===== src/hw/drs_pkg.sv =====
package drs_pkg;
	localparam int NRES = 16;
	localparam int AW = 8;
	localparam int DW = 32;
	localparam logic [7:0] A_CTRL0 = 8'h00;
	localparam logic [7:0] A_OWN = 8'h04;
	localparam logic [7:0] A_STAT = 8'h08;
	localparam logic [7:0] A_SPC = 8'h0C;
	localparam logic [7:0] A_SMSR = 8'h10;
	localparam logic [7:0] A_VEC = 8'h14;
	localparam logic [7:0] A_RESUME = 8'h18;
	localparam logic [7:0] A_ISTAT = 8'h1C;
	localparam logic [7:0] A_IMASK = 8'h20;
	localparam int EXT_EN_BIT = 31;
	localparam int SHARE_BIT = 31;
	localparam logic [31:0] RST_WORD = 32'h0000_0000;
	localparam logic [31:0] RST_VEC = 32'h0000_0000;
	localparam logic [31:0] DBG_INT_EN_MASK = 32'h0000_0200;
	localparam int NIRQ = 3;
	localparam int IRQ_ENTER = 0;
	localparam int IRQ_SWINT = 1;
	localparam int IRQ_REFUSE = 2;
	typedef enum logic [1:0] {ST_IDLE, ST_SW_EXC, ST_HALT} drs_state_t;
endpackage


===== src/hw/drs_ev_if.sv =====
interface drs_ev_if #(
	parameter int NRES = drs_pkg::NRES
);
	logic [NRES:0]   evt;
	logic [NRES-1:0] en;
	logic [NRES-1:0] hw_own;
	logic            external_debug_enable;
	logic            resource_sharing_select;
	logic [NRES:0]   hw_evt;
	logic [NRES:0]   sw_evt;
	logic            dbg_int_en;
	logic            core_saved;
	logic            resume;
	logic            int_req;
	logic            enter;
	logic            halted;
	modport ctl (output evt, en, hw_own, external_debug_enable, resource_sharing_select,
		dbg_int_en, core_saved, resume, input hw_evt, sw_evt, int_req, enter, halted);
	modport cls (input evt, en, hw_own, external_debug_enable, resource_sharing_select,
		output hw_evt, sw_evt);
	modport seq (input hw_evt, sw_evt, dbg_int_en, core_saved, resume,
		output int_req, enter, halted);
endinterface


===== src/hw/drs_classify.sv =====
module drs_classify #(
	parameter int NRES = drs_pkg::NRES
) (
	// Event classification
	drs_ev_if.cls ev
);
	logic [NRES:0] act;
	logic [NRES:0] hwm;

	always_comb begin
		act = ev.evt & {1'b1, ev.en};
		if (!ev.external_debug_enable) begin
			hwm = '0;
		end else if (ev.resource_sharing_select) begin
			hwm = {1'b1, ev.hw_own};
		end else begin
			hwm = '1;
		end
		ev.hw_evt = act & hwm;
		ev.sw_evt = act & ~hwm;
	end
endmodule


===== src/hw/drs_entry_seq.sv =====
module drs_entry_seq (
	// Clock and reset
	input wire logic clk,
	input wire logic rstn,
	// Sequencing handshake
	drs_ev_if.seq    ev
);
	import drs_pkg::*;
	drs_state_t state;
	drs_state_t next_state;
	logic       pend;
	logic       next_pend;
	logic       hw;
	logic       sw;

	assign hw = |ev.hw_evt;
	assign sw = |ev.sw_evt;
	assign ev.int_req = (state == ST_SW_EXC);
	assign ev.halted = (state == ST_HALT);

	always_comb begin
		next_state = state;
		next_pend = pend;
		case (state)
			ST_IDLE: begin
				next_pend = 1'b0;
				if (hw && sw && ev.dbg_int_en) begin
					next_state = ST_SW_EXC;
					next_pend = 1'b1;
				end else if (hw) begin
					next_state = ST_HALT;
				end else if (sw && ev.dbg_int_en) begin
					next_state = ST_SW_EXC;
				end
			end
			ST_SW_EXC: begin
				next_pend = pend | hw;
				if (ev.core_saved) begin
					next_state = (pend || hw) ? ST_HALT : ST_IDLE;
				end
			end
			default: begin
				if (ev.resume) begin
					next_state = ST_IDLE;
				end
			end
		endcase
	end

	always_ff @(posedge clk) begin
		if (!rstn) begin
			state <= ST_IDLE;
			pend <= 1'b0;
			ev.enter <= 1'b0;
		end else begin
			state <= next_state;
			pend <= next_pend;
			ev.enter <= (next_state == ST_HALT) && (state != ST_HALT);
		end
	end
endmodule


===== src/hw/drs_top.sv =====
module drs_top #(
	parameter int NRES = drs_pkg::NRES
) (
	// Clock and reset
	input  wire logic                   clk,
	input  wire logic                   rstn,
	// Software register port
	input  wire logic [drs_pkg::AW-1:0] sw_addr,
	input  wire logic [drs_pkg::DW-1:0] sw_wdata,
	input  wire logic                   sw_wr,
	input  wire logic                   sw_rd,
	output logic      [drs_pkg::DW-1:0] sw_rdata,
	// Debugger register port
	input  wire logic [drs_pkg::AW-1:0] dbg_addr,
	input  wire logic [drs_pkg::DW-1:0] dbg_wdata,
	input  wire logic                   dbg_wr,
	input  wire logic                   dbg_rd,
	output logic      [drs_pkg::DW-1:0] dbg_rdata,
	// Debug resources
	input  wire logic [NRES-1:0]        res_evt,
	input  wire logic                   uncond_evt,
	// Core exception handshake
	input  wire logic                   dbg_int_en,
	input  wire logic                   core_saved,
	input  wire logic [drs_pkg::DW-1:0] core_pc,
	input  wire logic [drs_pkg::DW-1:0] core_state,
	output logic                        dbg_int_req,
	output logic      [drs_pkg::DW-1:0] pc_target,
	output logic      [drs_pkg::DW-1:0] state_target,
	output logic                        debug_mode,
	output logic                        debug_entry,
	// Interrupt
	output logic                        irq
);
	import drs_pkg::*;

	drs_ev_if #(.NRES(NRES)) ev ();

	logic [NRES-1:0] en;
	logic            external_debug_enable;
	logic            resource_sharing_select;
	logic [NRES-1:0] hw_own;
	logic [NRES:0]   stat;
	logic [DW-1:0]   save_pc;
	logic [DW-1:0]   save_state;
	logic [DW-1:0]   vec;
	logic [NIRQ-1:0] istat;
	logic [NIRQ-1:0] imask;
	logic            sharing;
	logic [NRES:0]   hidem;
	logic [NRES-1:0] swlock;
	logic [NRES:0]   stat_set;
	logic [NRES:0]   stat_clr;
	logic [NIRQ-1:0] irq_set;
	logic [NIRQ-1:0] irq_clr;
	logic            capture;
	logic            refuse;
	logic            sw_ctrl;
	logic            sw_own;
	logic            sw_stat;
	logic            dbg_ctrl;
	logic            dbg_own;
	logic            dbg_stat;

	function automatic logic hit(
		input logic          stb,
		input logic [AW-1:0] addr,
		input logic [AW-1:0] reg_addr
	);
		return stb && (addr == reg_addr);
	endfunction

	function automatic logic [DW-1:0] rd_word(
		input logic [AW-1:0] addr,
		input logic [NRES:0] hide
	);
		logic [DW-1:0] w;
		w = RST_WORD;
		if (addr == A_CTRL0) begin
			w[NRES-1:0] = en;
			w[EXT_EN_BIT] = external_debug_enable;
		end else if (addr == A_OWN) begin
			w[NRES-1:0] = hw_own;
			w[SHARE_BIT] = resource_sharing_select;
		end else if (addr == A_STAT) begin
			w[NRES:0] = stat & ~hide;
		end else if (addr == A_SPC) begin
			w = save_pc;
		end else if (addr == A_SMSR) begin
			w = save_state;
		end else if (addr == A_VEC) begin
			w = vec;
		end else if (addr == A_RESUME) begin
			w[0] = ev.halted;
		end else if (addr == A_ISTAT) begin
			w[NIRQ-1:0] = istat;
		end else if (addr == A_IMASK) begin
			w[NIRQ-1:0] = imask;
		end
		return w;
	endfunction

	assign sharing = external_debug_enable && resource_sharing_select;
	assign swlock = sharing ? hw_own : '0;
	assign hidem = sharing ? {1'b1, hw_own} : '0;

	assign sw_ctrl = hit(sw_wr, sw_addr, A_CTRL0);
	assign sw_own = hit(sw_wr, sw_addr, A_OWN);
	assign sw_stat = hit(sw_wr, sw_addr, A_STAT);
	assign dbg_ctrl = hit(dbg_wr, dbg_addr, A_CTRL0);
	assign dbg_own = hit(dbg_wr, dbg_addr, A_OWN);
	assign dbg_stat = hit(dbg_wr, dbg_addr, A_STAT);

	assign ev.evt = {uncond_evt, res_evt};
	assign ev.en = en;
	assign ev.hw_own = hw_own;
	assign ev.external_debug_enable = external_debug_enable;
	assign ev.resource_sharing_select = resource_sharing_select;
	assign ev.dbg_int_en = dbg_int_en;
	assign ev.core_saved = core_saved;
	assign ev.resume = hit(dbg_wr, dbg_addr, A_RESUME) && dbg_wdata[0];

	drs_classify #(
		.NRES(NRES)
	) u_classify (
		.ev(ev)
	);

	drs_entry_seq u_seq (
		.clk (clk),
		.rstn(rstn),
		.ev  (ev)
	);

	assign capture = ev.int_req && core_saved;
	assign dbg_int_req = ev.int_req;
	assign debug_mode = ev.halted;
	assign debug_entry = ev.enter;
	assign pc_target = vec;
	assign irq = |(istat & imask);

	assign stat_set = ev.hw_evt | ev.sw_evt;
	assign stat_clr = (dbg_stat ? dbg_wdata[NRES:0] : '0)
		| (sw_stat ? (sw_wdata[NRES:0] & ~hidem) : '0);

	assign refuse = sw_own
		|| (sw_ctrl && ((sw_wdata[NRES-1:0] ^ en) & swlock) != '0)
		|| (sw_stat && (sw_wdata[NRES:0] & hidem) != '0);

	assign irq_set = {refuse, capture && !ev.halted, ev.enter};
	assign irq_clr = (hit(sw_wr, sw_addr, A_ISTAT) ? sw_wdata[NIRQ-1:0] : '0)
		| (hit(dbg_wr, dbg_addr, A_ISTAT) ? dbg_wdata[NIRQ-1:0] : '0);

	always_ff @(posedge clk) begin
		if (!rstn) begin
			sw_rdata <= RST_WORD;
		end else if (sw_rd) begin
			sw_rdata <= rd_word(sw_addr, hidem);
		end else begin
			sw_rdata <= RST_WORD;
		end
	end

	always_ff @(posedge clk) begin
		if (!rstn) begin
			dbg_rdata <= RST_WORD;
		end else if (dbg_rd) begin
			dbg_rdata <= rd_word(dbg_addr, '0);
		end else begin
			dbg_rdata <= RST_WORD;
		end
	end

	// Control word: the debugger wins a same-cycle write from software.
	always_ff @(posedge clk) begin
		if (!rstn) begin
			en <= '0;
			external_debug_enable <= 1'b0;
		end else if (dbg_ctrl) begin
			en <= dbg_wdata[NRES-1:0];
			external_debug_enable <= dbg_wdata[EXT_EN_BIT];
		end else if (sw_ctrl) begin
			en <= (en & swlock) | (sw_wdata[NRES-1:0] & ~swlock);
		end
	end

	always_ff @(posedge clk) begin
		if (!rstn) begin
			hw_own <= '0;
			resource_sharing_select <= 1'b0;
		end else if (dbg_own) begin
			hw_own <= dbg_wdata[NRES-1:0];
			resource_sharing_select <= dbg_wdata[SHARE_BIT];
		end
	end

	// Status flags: a new event wins over a clear in the same cycle.
	always_ff @(posedge clk) begin
		if (!rstn) begin
			stat <= '0;
		end else begin
			stat <= (stat & ~stat_clr) | stat_set;
		end
	end

	always_ff @(posedge clk) begin
		if (!rstn) begin
			save_pc <= RST_WORD;
			save_state <= RST_WORD;
			state_target <= RST_WORD;
		end else if (capture) begin
			save_pc <= core_pc;
			save_state <= core_state;
			state_target <= core_state & ~DBG_INT_EN_MASK;
		end else begin
			if (hit(dbg_wr, dbg_addr, A_SPC)) begin
				save_pc <= dbg_wdata;
			end else if (hit(sw_wr, sw_addr, A_SPC)) begin
				save_pc <= sw_wdata;
			end
			if (hit(dbg_wr, dbg_addr, A_SMSR)) begin
				save_state <= dbg_wdata;
			end else if (hit(sw_wr, sw_addr, A_SMSR)) begin
				save_state <= sw_wdata;
			end
		end
	end

	always_ff @(posedge clk) begin
		if (!rstn) begin
			vec <= RST_VEC;
		end else if (hit(dbg_wr, dbg_addr, A_VEC)) begin
			vec <= dbg_wdata;
		end else if (hit(sw_wr, sw_addr, A_VEC)) begin
			vec <= sw_wdata;
		end
	end

	always_ff @(posedge clk) begin
		if (!rstn) begin
			istat <= '0;
		end else begin
			istat <= (istat & ~irq_clr) | irq_set;
		end
	end

	always_ff @(posedge clk) begin
		if (!rstn) begin
			imask <= '0;
		end else if (hit(dbg_wr, dbg_addr, A_IMASK)) begin
			imask <= dbg_wdata[NIRQ-1:0];
		end else if (hit(sw_wr, sw_addr, A_IMASK)) begin
			imask <= sw_wdata[NIRQ-1:0];
		end
	end
endmodule


===== config.mk =====
export PLATFORM = sky130hd
export DESIGN_NAME = drs_top
export DESIGN_NICKNAME = d
export VERILOG_FILES = /design/src/hw/drs_pkg.sv /design/src/hw/drs_ev_if.sv /design/src/hw/drs_classify.sv /design/src/hw/drs_entry_seq.sv /design/src/hw/drs_top.sv
export SDC_FILE = /design/constraint.sdc
export NUM_CORES = 1
export LEC_CHECK = 0
export BUFFER_PORTS_ARGS = -buffer_cell sky130_fd_sc_hd__buf_2
export CORE_MARGIN = 4
export CORE_UTILIZATION = 45
export DETAILED_ROUTE_END_ITERATION = 7
export PLACE_DENSITY = 0.69
export SYNTH_ARGS = -nofsm -noshare
export SYNTH_HDL_FRONTEND = slang
export SYNTH_SLANG_ARGS = --single-unit

===== constraint.sdc =====
create_clock -name clk -period 2.5 [get_ports clk]
set_input_delay 0.5 -clock clk [delete_from_list [all_inputs] [get_ports clk]]
set_output_delay 0.5 -clock clk [all_outputs]
set_load 0.03 [all_outputs]

Word level (Yosys, flattened, before mapping). Cells that the tools add are included.

Add/subtract/negate cells: 0. Multiply operators: 0. Divide/modulo/power cells: 0. Magnitude comparators: 0. Equal/unequal tests: 20. Shifts and indexed selects: 0. Muxes and demuxes: 57. Bitwise operators: 28. Reductions and logical operators: 51.

Operator list (count): $mux 32 (12); $mux 16 (8); $and 17x17->17 (7); $mux 17 (6); $eq 8x5->1 const B (8); $mux 29 (2); $not 17->17 (3); $or 17x17->17 (3); $and 16x16->16 (3); $reduce_or 17->1 (2); $eq 8x4->1 const B (4); $mux 15 (2); $mux 3 (10); $logic_and 1x1->1 (27); $reduce_bool 17->1 (1); $eq 8x3->1 const B (2); $eq 8x6->1 const B (2); $logic_not 8->1 (2); $mux 2 (8); $not 16->16 (1); $or 16x16->16 (1); $reduce_bool 16->1 (1); $xor 16x16->16 (1); $reduce_or 5->1 (2); 19 further kinds (38).

Register bits: 252. Latch bits: 0. Bits in writable memories: 0. ROM bits: 0. Input bits: 169. Output and inout port bits: 132. Word-level logic and storage cells: 176. Memories kept: 0.

Logic depth before layout (Yosys ltp).
Word-level depth: 12. Depth in mapped cells: 9. Depth with buffers taken out: 6.

Modules after synthesis. A second synthesis with hierarchy kept.

Cell total of the unflattened synthesis: 1595. Area, all modules: 13481.7 µm².

Modules (own cells, without submodules): drs_top (times used 1, cells each 1483, area each 12643.4 µm², sequential area each 4964.8 µm²); drs_classify (times used 1, cells each 71, area each 504.2 µm², sequential area each 0.0 µm²); drs_entry_seq (times used 1, cells each 41, area each 334.1 µm², sequential area each 80.1 µm²).

Worst setup path before layout. Ideal clock, no wire load.

Path kind: input to register. Start: input port sw_addr[4] in the netlist's numbering. End: register stat[16]. Library setup time: 0.128 ns. Arrival time: 2.031 ns. Data required time: 2.372 ns. Setup slack: 0.341 ns. Cell stages on the path: 9. Path buffers: 3. Cell sequence: buf_4 or3_4 or2_1 buf_6 nor3_4 buf_6 a32oi_1 a21oi_1 nor2_1.

Longest elaborated chain between the ends: 7.

Ends and longest elaborated chain: from (decl) (line drs_top.sv:8) `input wire logic [drs_pkg::AW-1:0] sw_addr,`; $eq 8x4->1 (line drs_top.sv:70) `return stb && (addr == reg_addr);`; $logic_and 1x1->1 (line drs_top.sv:70); $mux 17 (line drs_top.sv:144) `| (sw_stat ? (sw_wdata[NRES:0] & ~hidem) : '0);`; $or 17x17->17 (line drs_top.sv:144); $not 17->17 (line drs_top.sv:202) `stat <= (stat & ~stat_clr) | stat_set;`; $and 17x17->17 (line drs_top.sv:202); $or 17x17->17 (line drs_top.sv:202); to (signal assigned) (line drs_top.sv:202); to (decl) (line drs_top.sv:43) `logic [NRES:0] stat;`.

Every way passes these cells. A chain may end at the register's enable or synchronous reset.

==> results.py <==
metrics = {
    "floorplanning": {
        "die_h_um": 179,
        "die_x_um": 179,
        "core_area_um2": 28700,
        "io_pins": 301,
        "fp-row-count": 62,
        "die_area_um2": 31900,
        "start_util_pct": 45.6,
    },
    "sta": {
        "clock_skew_ns": 0.0145,
        "hold_viol": 0,
        "tightest_slew_ns": 0.646,
        "tns_ns": 0,
        "setup_viol_count_final": 0,
        "clock.fmax_ghz": 0.463,
        "rsz0062_at_grt": "false",
        "relSlewSlack_pct": 56.3,
        "final.min_clock_period_ns": 2.16,
        "finalMaxSlewViolations": 0,
        "period_share_pct": 86.3,
    },
    "drt": {
        "met3_length_um": 6500,
        "drt_iter0_drc": 2282,
        "wirelength_um": 58100,
        "drt_first_pass_iters": 7,
        "via_count": 15300,
        "wl_per_cell_um": 24.8,
        "postRouteAntennaNets": 0,
        "top_layer": "met5",
        "wl_met2_um": 25900,
        "wl_met1_um": 22100,
        "drc": 0,
        "avgViaCountPerCell": 6.53,
    },
    "yosys": {
        "async_flop_share_pct": 0,
        "ys_types": 70,
        "synth_edf_count": 0,
        "yosysWarnings": 0,
        "synth-main-ff-cell": "dfxtp_1",
        "syn_area_per_cell_um2": 7.75,
        "synth-seq-area-share_pct": 38.5,
        "ys_ff_latch": 252,
        "netlist_instances": 1688,
        "syn-num-nets": 1857,
        "syn_area_um2": 13100,
    },
    "setup_path": {
        "end_kind": "flip-flop",
        "r2r_end": "u_seq.pend",
        "cpMaxStageDelayCell": "a222oi_1",
        "slowest_delay_ns": 0.50,
        "path_cells": "a222oi_1 > a41oi_1 > o41ai_1 > nand3_1 > o211ai_1 > o311ai_1",
        "r2r_setup_slack_ns": 0.34,
        "critPathMaxFanout": 7,
        "critPathRequiredTime_ns": 2.93,
        "critical_path_class": "reg -> reg",
        "critPathLaunchType": "flip-flop",
        "reg2reg_depth": 6,
        "cp.arrival_ns": 2.59,
    },
    "place": {
        "hpwl_um": 41300,
        "dp.cells": 2286,
        "numPortBuffers": 299,
        "place.gp.congestion": 1.00,
    },
    "global_routing": {
        "grt_max_degree": 78,
        "grt_pass1_vias": 14200,
        "grt_overflow": 0,
        "grt_pass1_wl_um": 85300,
        "antenna_found_initial": 7,
        "grtUsageTotal_pct": 34.5,
    },
    "final_layout": {
        "final_common_cell": "nand2_1",
        "syn2layout_area_growth_pct": 24.0,
        "drive_gt1_share_pct": 23.5,
        "multiInputGateArea_um2": 7290,
        "stdcell_count": 2342,
        "n_fill_cell": 2765,
        "mostFrequentLayoutCells": "nand2_1, buf_2, dfxtp_1",
        "final_nets": 2102,
        "ff_latch_area_um2": 5040,
    },
    "status": {
        "status": "complete, no violations",
    },
    "clock_network": {
        "cts.clk_slew.worst_paths_ns": 0.06,
        "clock_sinks": 252,
        "cts_max_level": 1,
        "worstSkewPairLatency_ns": 0.57,
        "cts_buffer_depth": 3,
        "cts_buffers": 29,
        "post_cts_resized": 0,
        "cts_tree": "yes",
        "cts_setup_buffers": 0,
        "cts_hold_buf": 0,
        "clockRootBuffer": "clkbuf_16",
    },
    "pwr": {
        "powerDensity_nw_per_um2": 580,
        "p_sw_mw": 2.39,
        "swShare_pct": 25.4,
        "seqPwrFrac_pct": 43.7,
        "power_mw": 9.42,
        "p_clk_share_pct": 47.6,
        "ir_drop_v": 0.000534,
        "p_int_mw": 7.03,
        "p_leak_nw": 6.34,
        "combPwrFrac_pct": 8.6,
    },
    "min_path": {
        "worstHoldEndpoint": "save_state[9]",
        "hold_path_startpoint": "core_state[9]",
        "min_path_cells": 3,
        "hp-class": "in -> reg",
    },
    "flow_run": {
        "max_cap_viol_count": 0,
    },
}
-- critical path: cells and delay by family (launching register included) --
family / cells / cell delay, ns
DFF: 1 / 0.43
AOI/OAI and AO/OA: 5 / 1.31
and+or+nand+nor: 1 / 0.30
-- cells in the mapped netlist (4+ instances only) --
library cell / instances / share of area, %
nor4_1: 4 / 0.19
inv_1: 10 / 0.29
and3_1: 4 / 0.19
mux2i_1: 48 / 3.7
nand3_1: 133 / 5.1
a22oi_1: 61 / 3.5
a222oi_1: 12 / 0.92
xor2_1: 15 / 1.0
nand4_1: 12 / 0.57
a311oi_1: 48 / 3.2
dfxtp_1: 252 / 39
a31oi_1: 22 / 1.1
o211ai_1: 40 / 2.3
clkbuf_1: 96 / 2.8
o211a_1: 4 / 0.31
nand2b_1: 10 / 0.48
o21ai_0: 60 / 2.3
buf_4: 6 / 0.34
nor3_1: 9 / 0.34
nor2_1: 82 / 2.4
and2_1: 12 / 0.57
a22o_1: 48 / 3.2
a32oi_1: 33 / 2.2
a21oi_1: 161 / 6.2
buf_1: 15 / 0.43
nor3_2: 5 / 0.38
o22ai_1: 6 / 0.29
a221oi_1: 7 / 0.47
or3_1: 4 / 0.19
nand2_1: 356 / 10
buf_2: 52 / 2.0
-- routing by layer --
metal / global-route usage [%] / vias up
met5: 0 / -
met4: 17.8 / 6
met3: 6.51 / 249
met2: 54.0 / 1171
met1: 45.4 / 7194
li1: - / 6677
-- kinds of logic after synthesis --
logic type | Yosys count | share of synthesized area (%)
AOI/OAI and AO/OA | 534 | 28.1
xor gates and xnor gates | 16 | 1.07
buffers and inverters | 182 | 6.00
DFF | 252 | 38.5
and+or+nand+nor | 653 | 22.4
muxes | 50 | 3.84
other | 1 | 0.0287
-- cell type report --
cell class | count | area share [%]
antenna | 5 | 0.0771
clock inverter | 12 | 1.14
clock buffer | 39 | 5.01
tap | 384 | 2.96
multi-input combinational | 1254 | 44.9
timing repair buffer | 385 | 14.6
inverter | 11 | 0.270
sequential | 252 | 31.1
-- power by group through the flow --
stage               Sequential, mW  Clock [mW]  Combinational, mW
global route                  4.12        4.66              0.862
floorplan                     4.22           0              0.357
CTS                           4.12        4.51              0.792
finish                        4.12        4.49              0.815
global placement              4.21           0              0.782
detailed placement            4.21           0              0.788
-- how the worst max path moves through the flow --
| stage | from | endpoint | cells past startpoint |
|---|---|---|---|
| after floorplan | sw_addr[4] | stat[16] | 9 |
| after global placement | dbg_addr[5] | flip-flop | 7 |
| after detailed placement | sw_addr[7] | pc_target[9] | 7 |
| after CTS | u_seq.state[1] | debug_mode | 2 |
| after global routing | flip-flop | u_seq.pend | 6 |
| final | flip-flop | u_seq.pend | 6 |
-- state kept, by name, indices dropped and copies added (netlist names), named ones only --
| register | count |
|---|---|
| dbg_rdata | 32 |
| ev.external_debug_enable | 1 |
| ev.hw_own | 16 |
| save_state | 32 |
| pc_target | 32 |
| u_seq.state | 2 |
| ev.resource_sharing_select | 1 |
| u_seq.ev.enter | 1 |
| stat | 17 |
| istat | 3 |
| state_target | 31 |
| u_seq.pend | 1 |
| sw_rdata | 32 |
| save_pc | 32 |
| imask | 3 |
-- metrics by stage --
step	hold WS (ns)	area (µm²)	util, %	worst slack [ns]
floorplan	0.443	13100	-	0.341
global placement	0.441	15200	53.0	0.124
detailed placement	0.444	15200	53.0	0.146
CTS	0.169	16200	56.5	0.377
global route	0.190	16200	56.6	0.187
finish	0.183	16200	56.6	0.342
No activity file was read; power rests on OpenSTA's default activity.
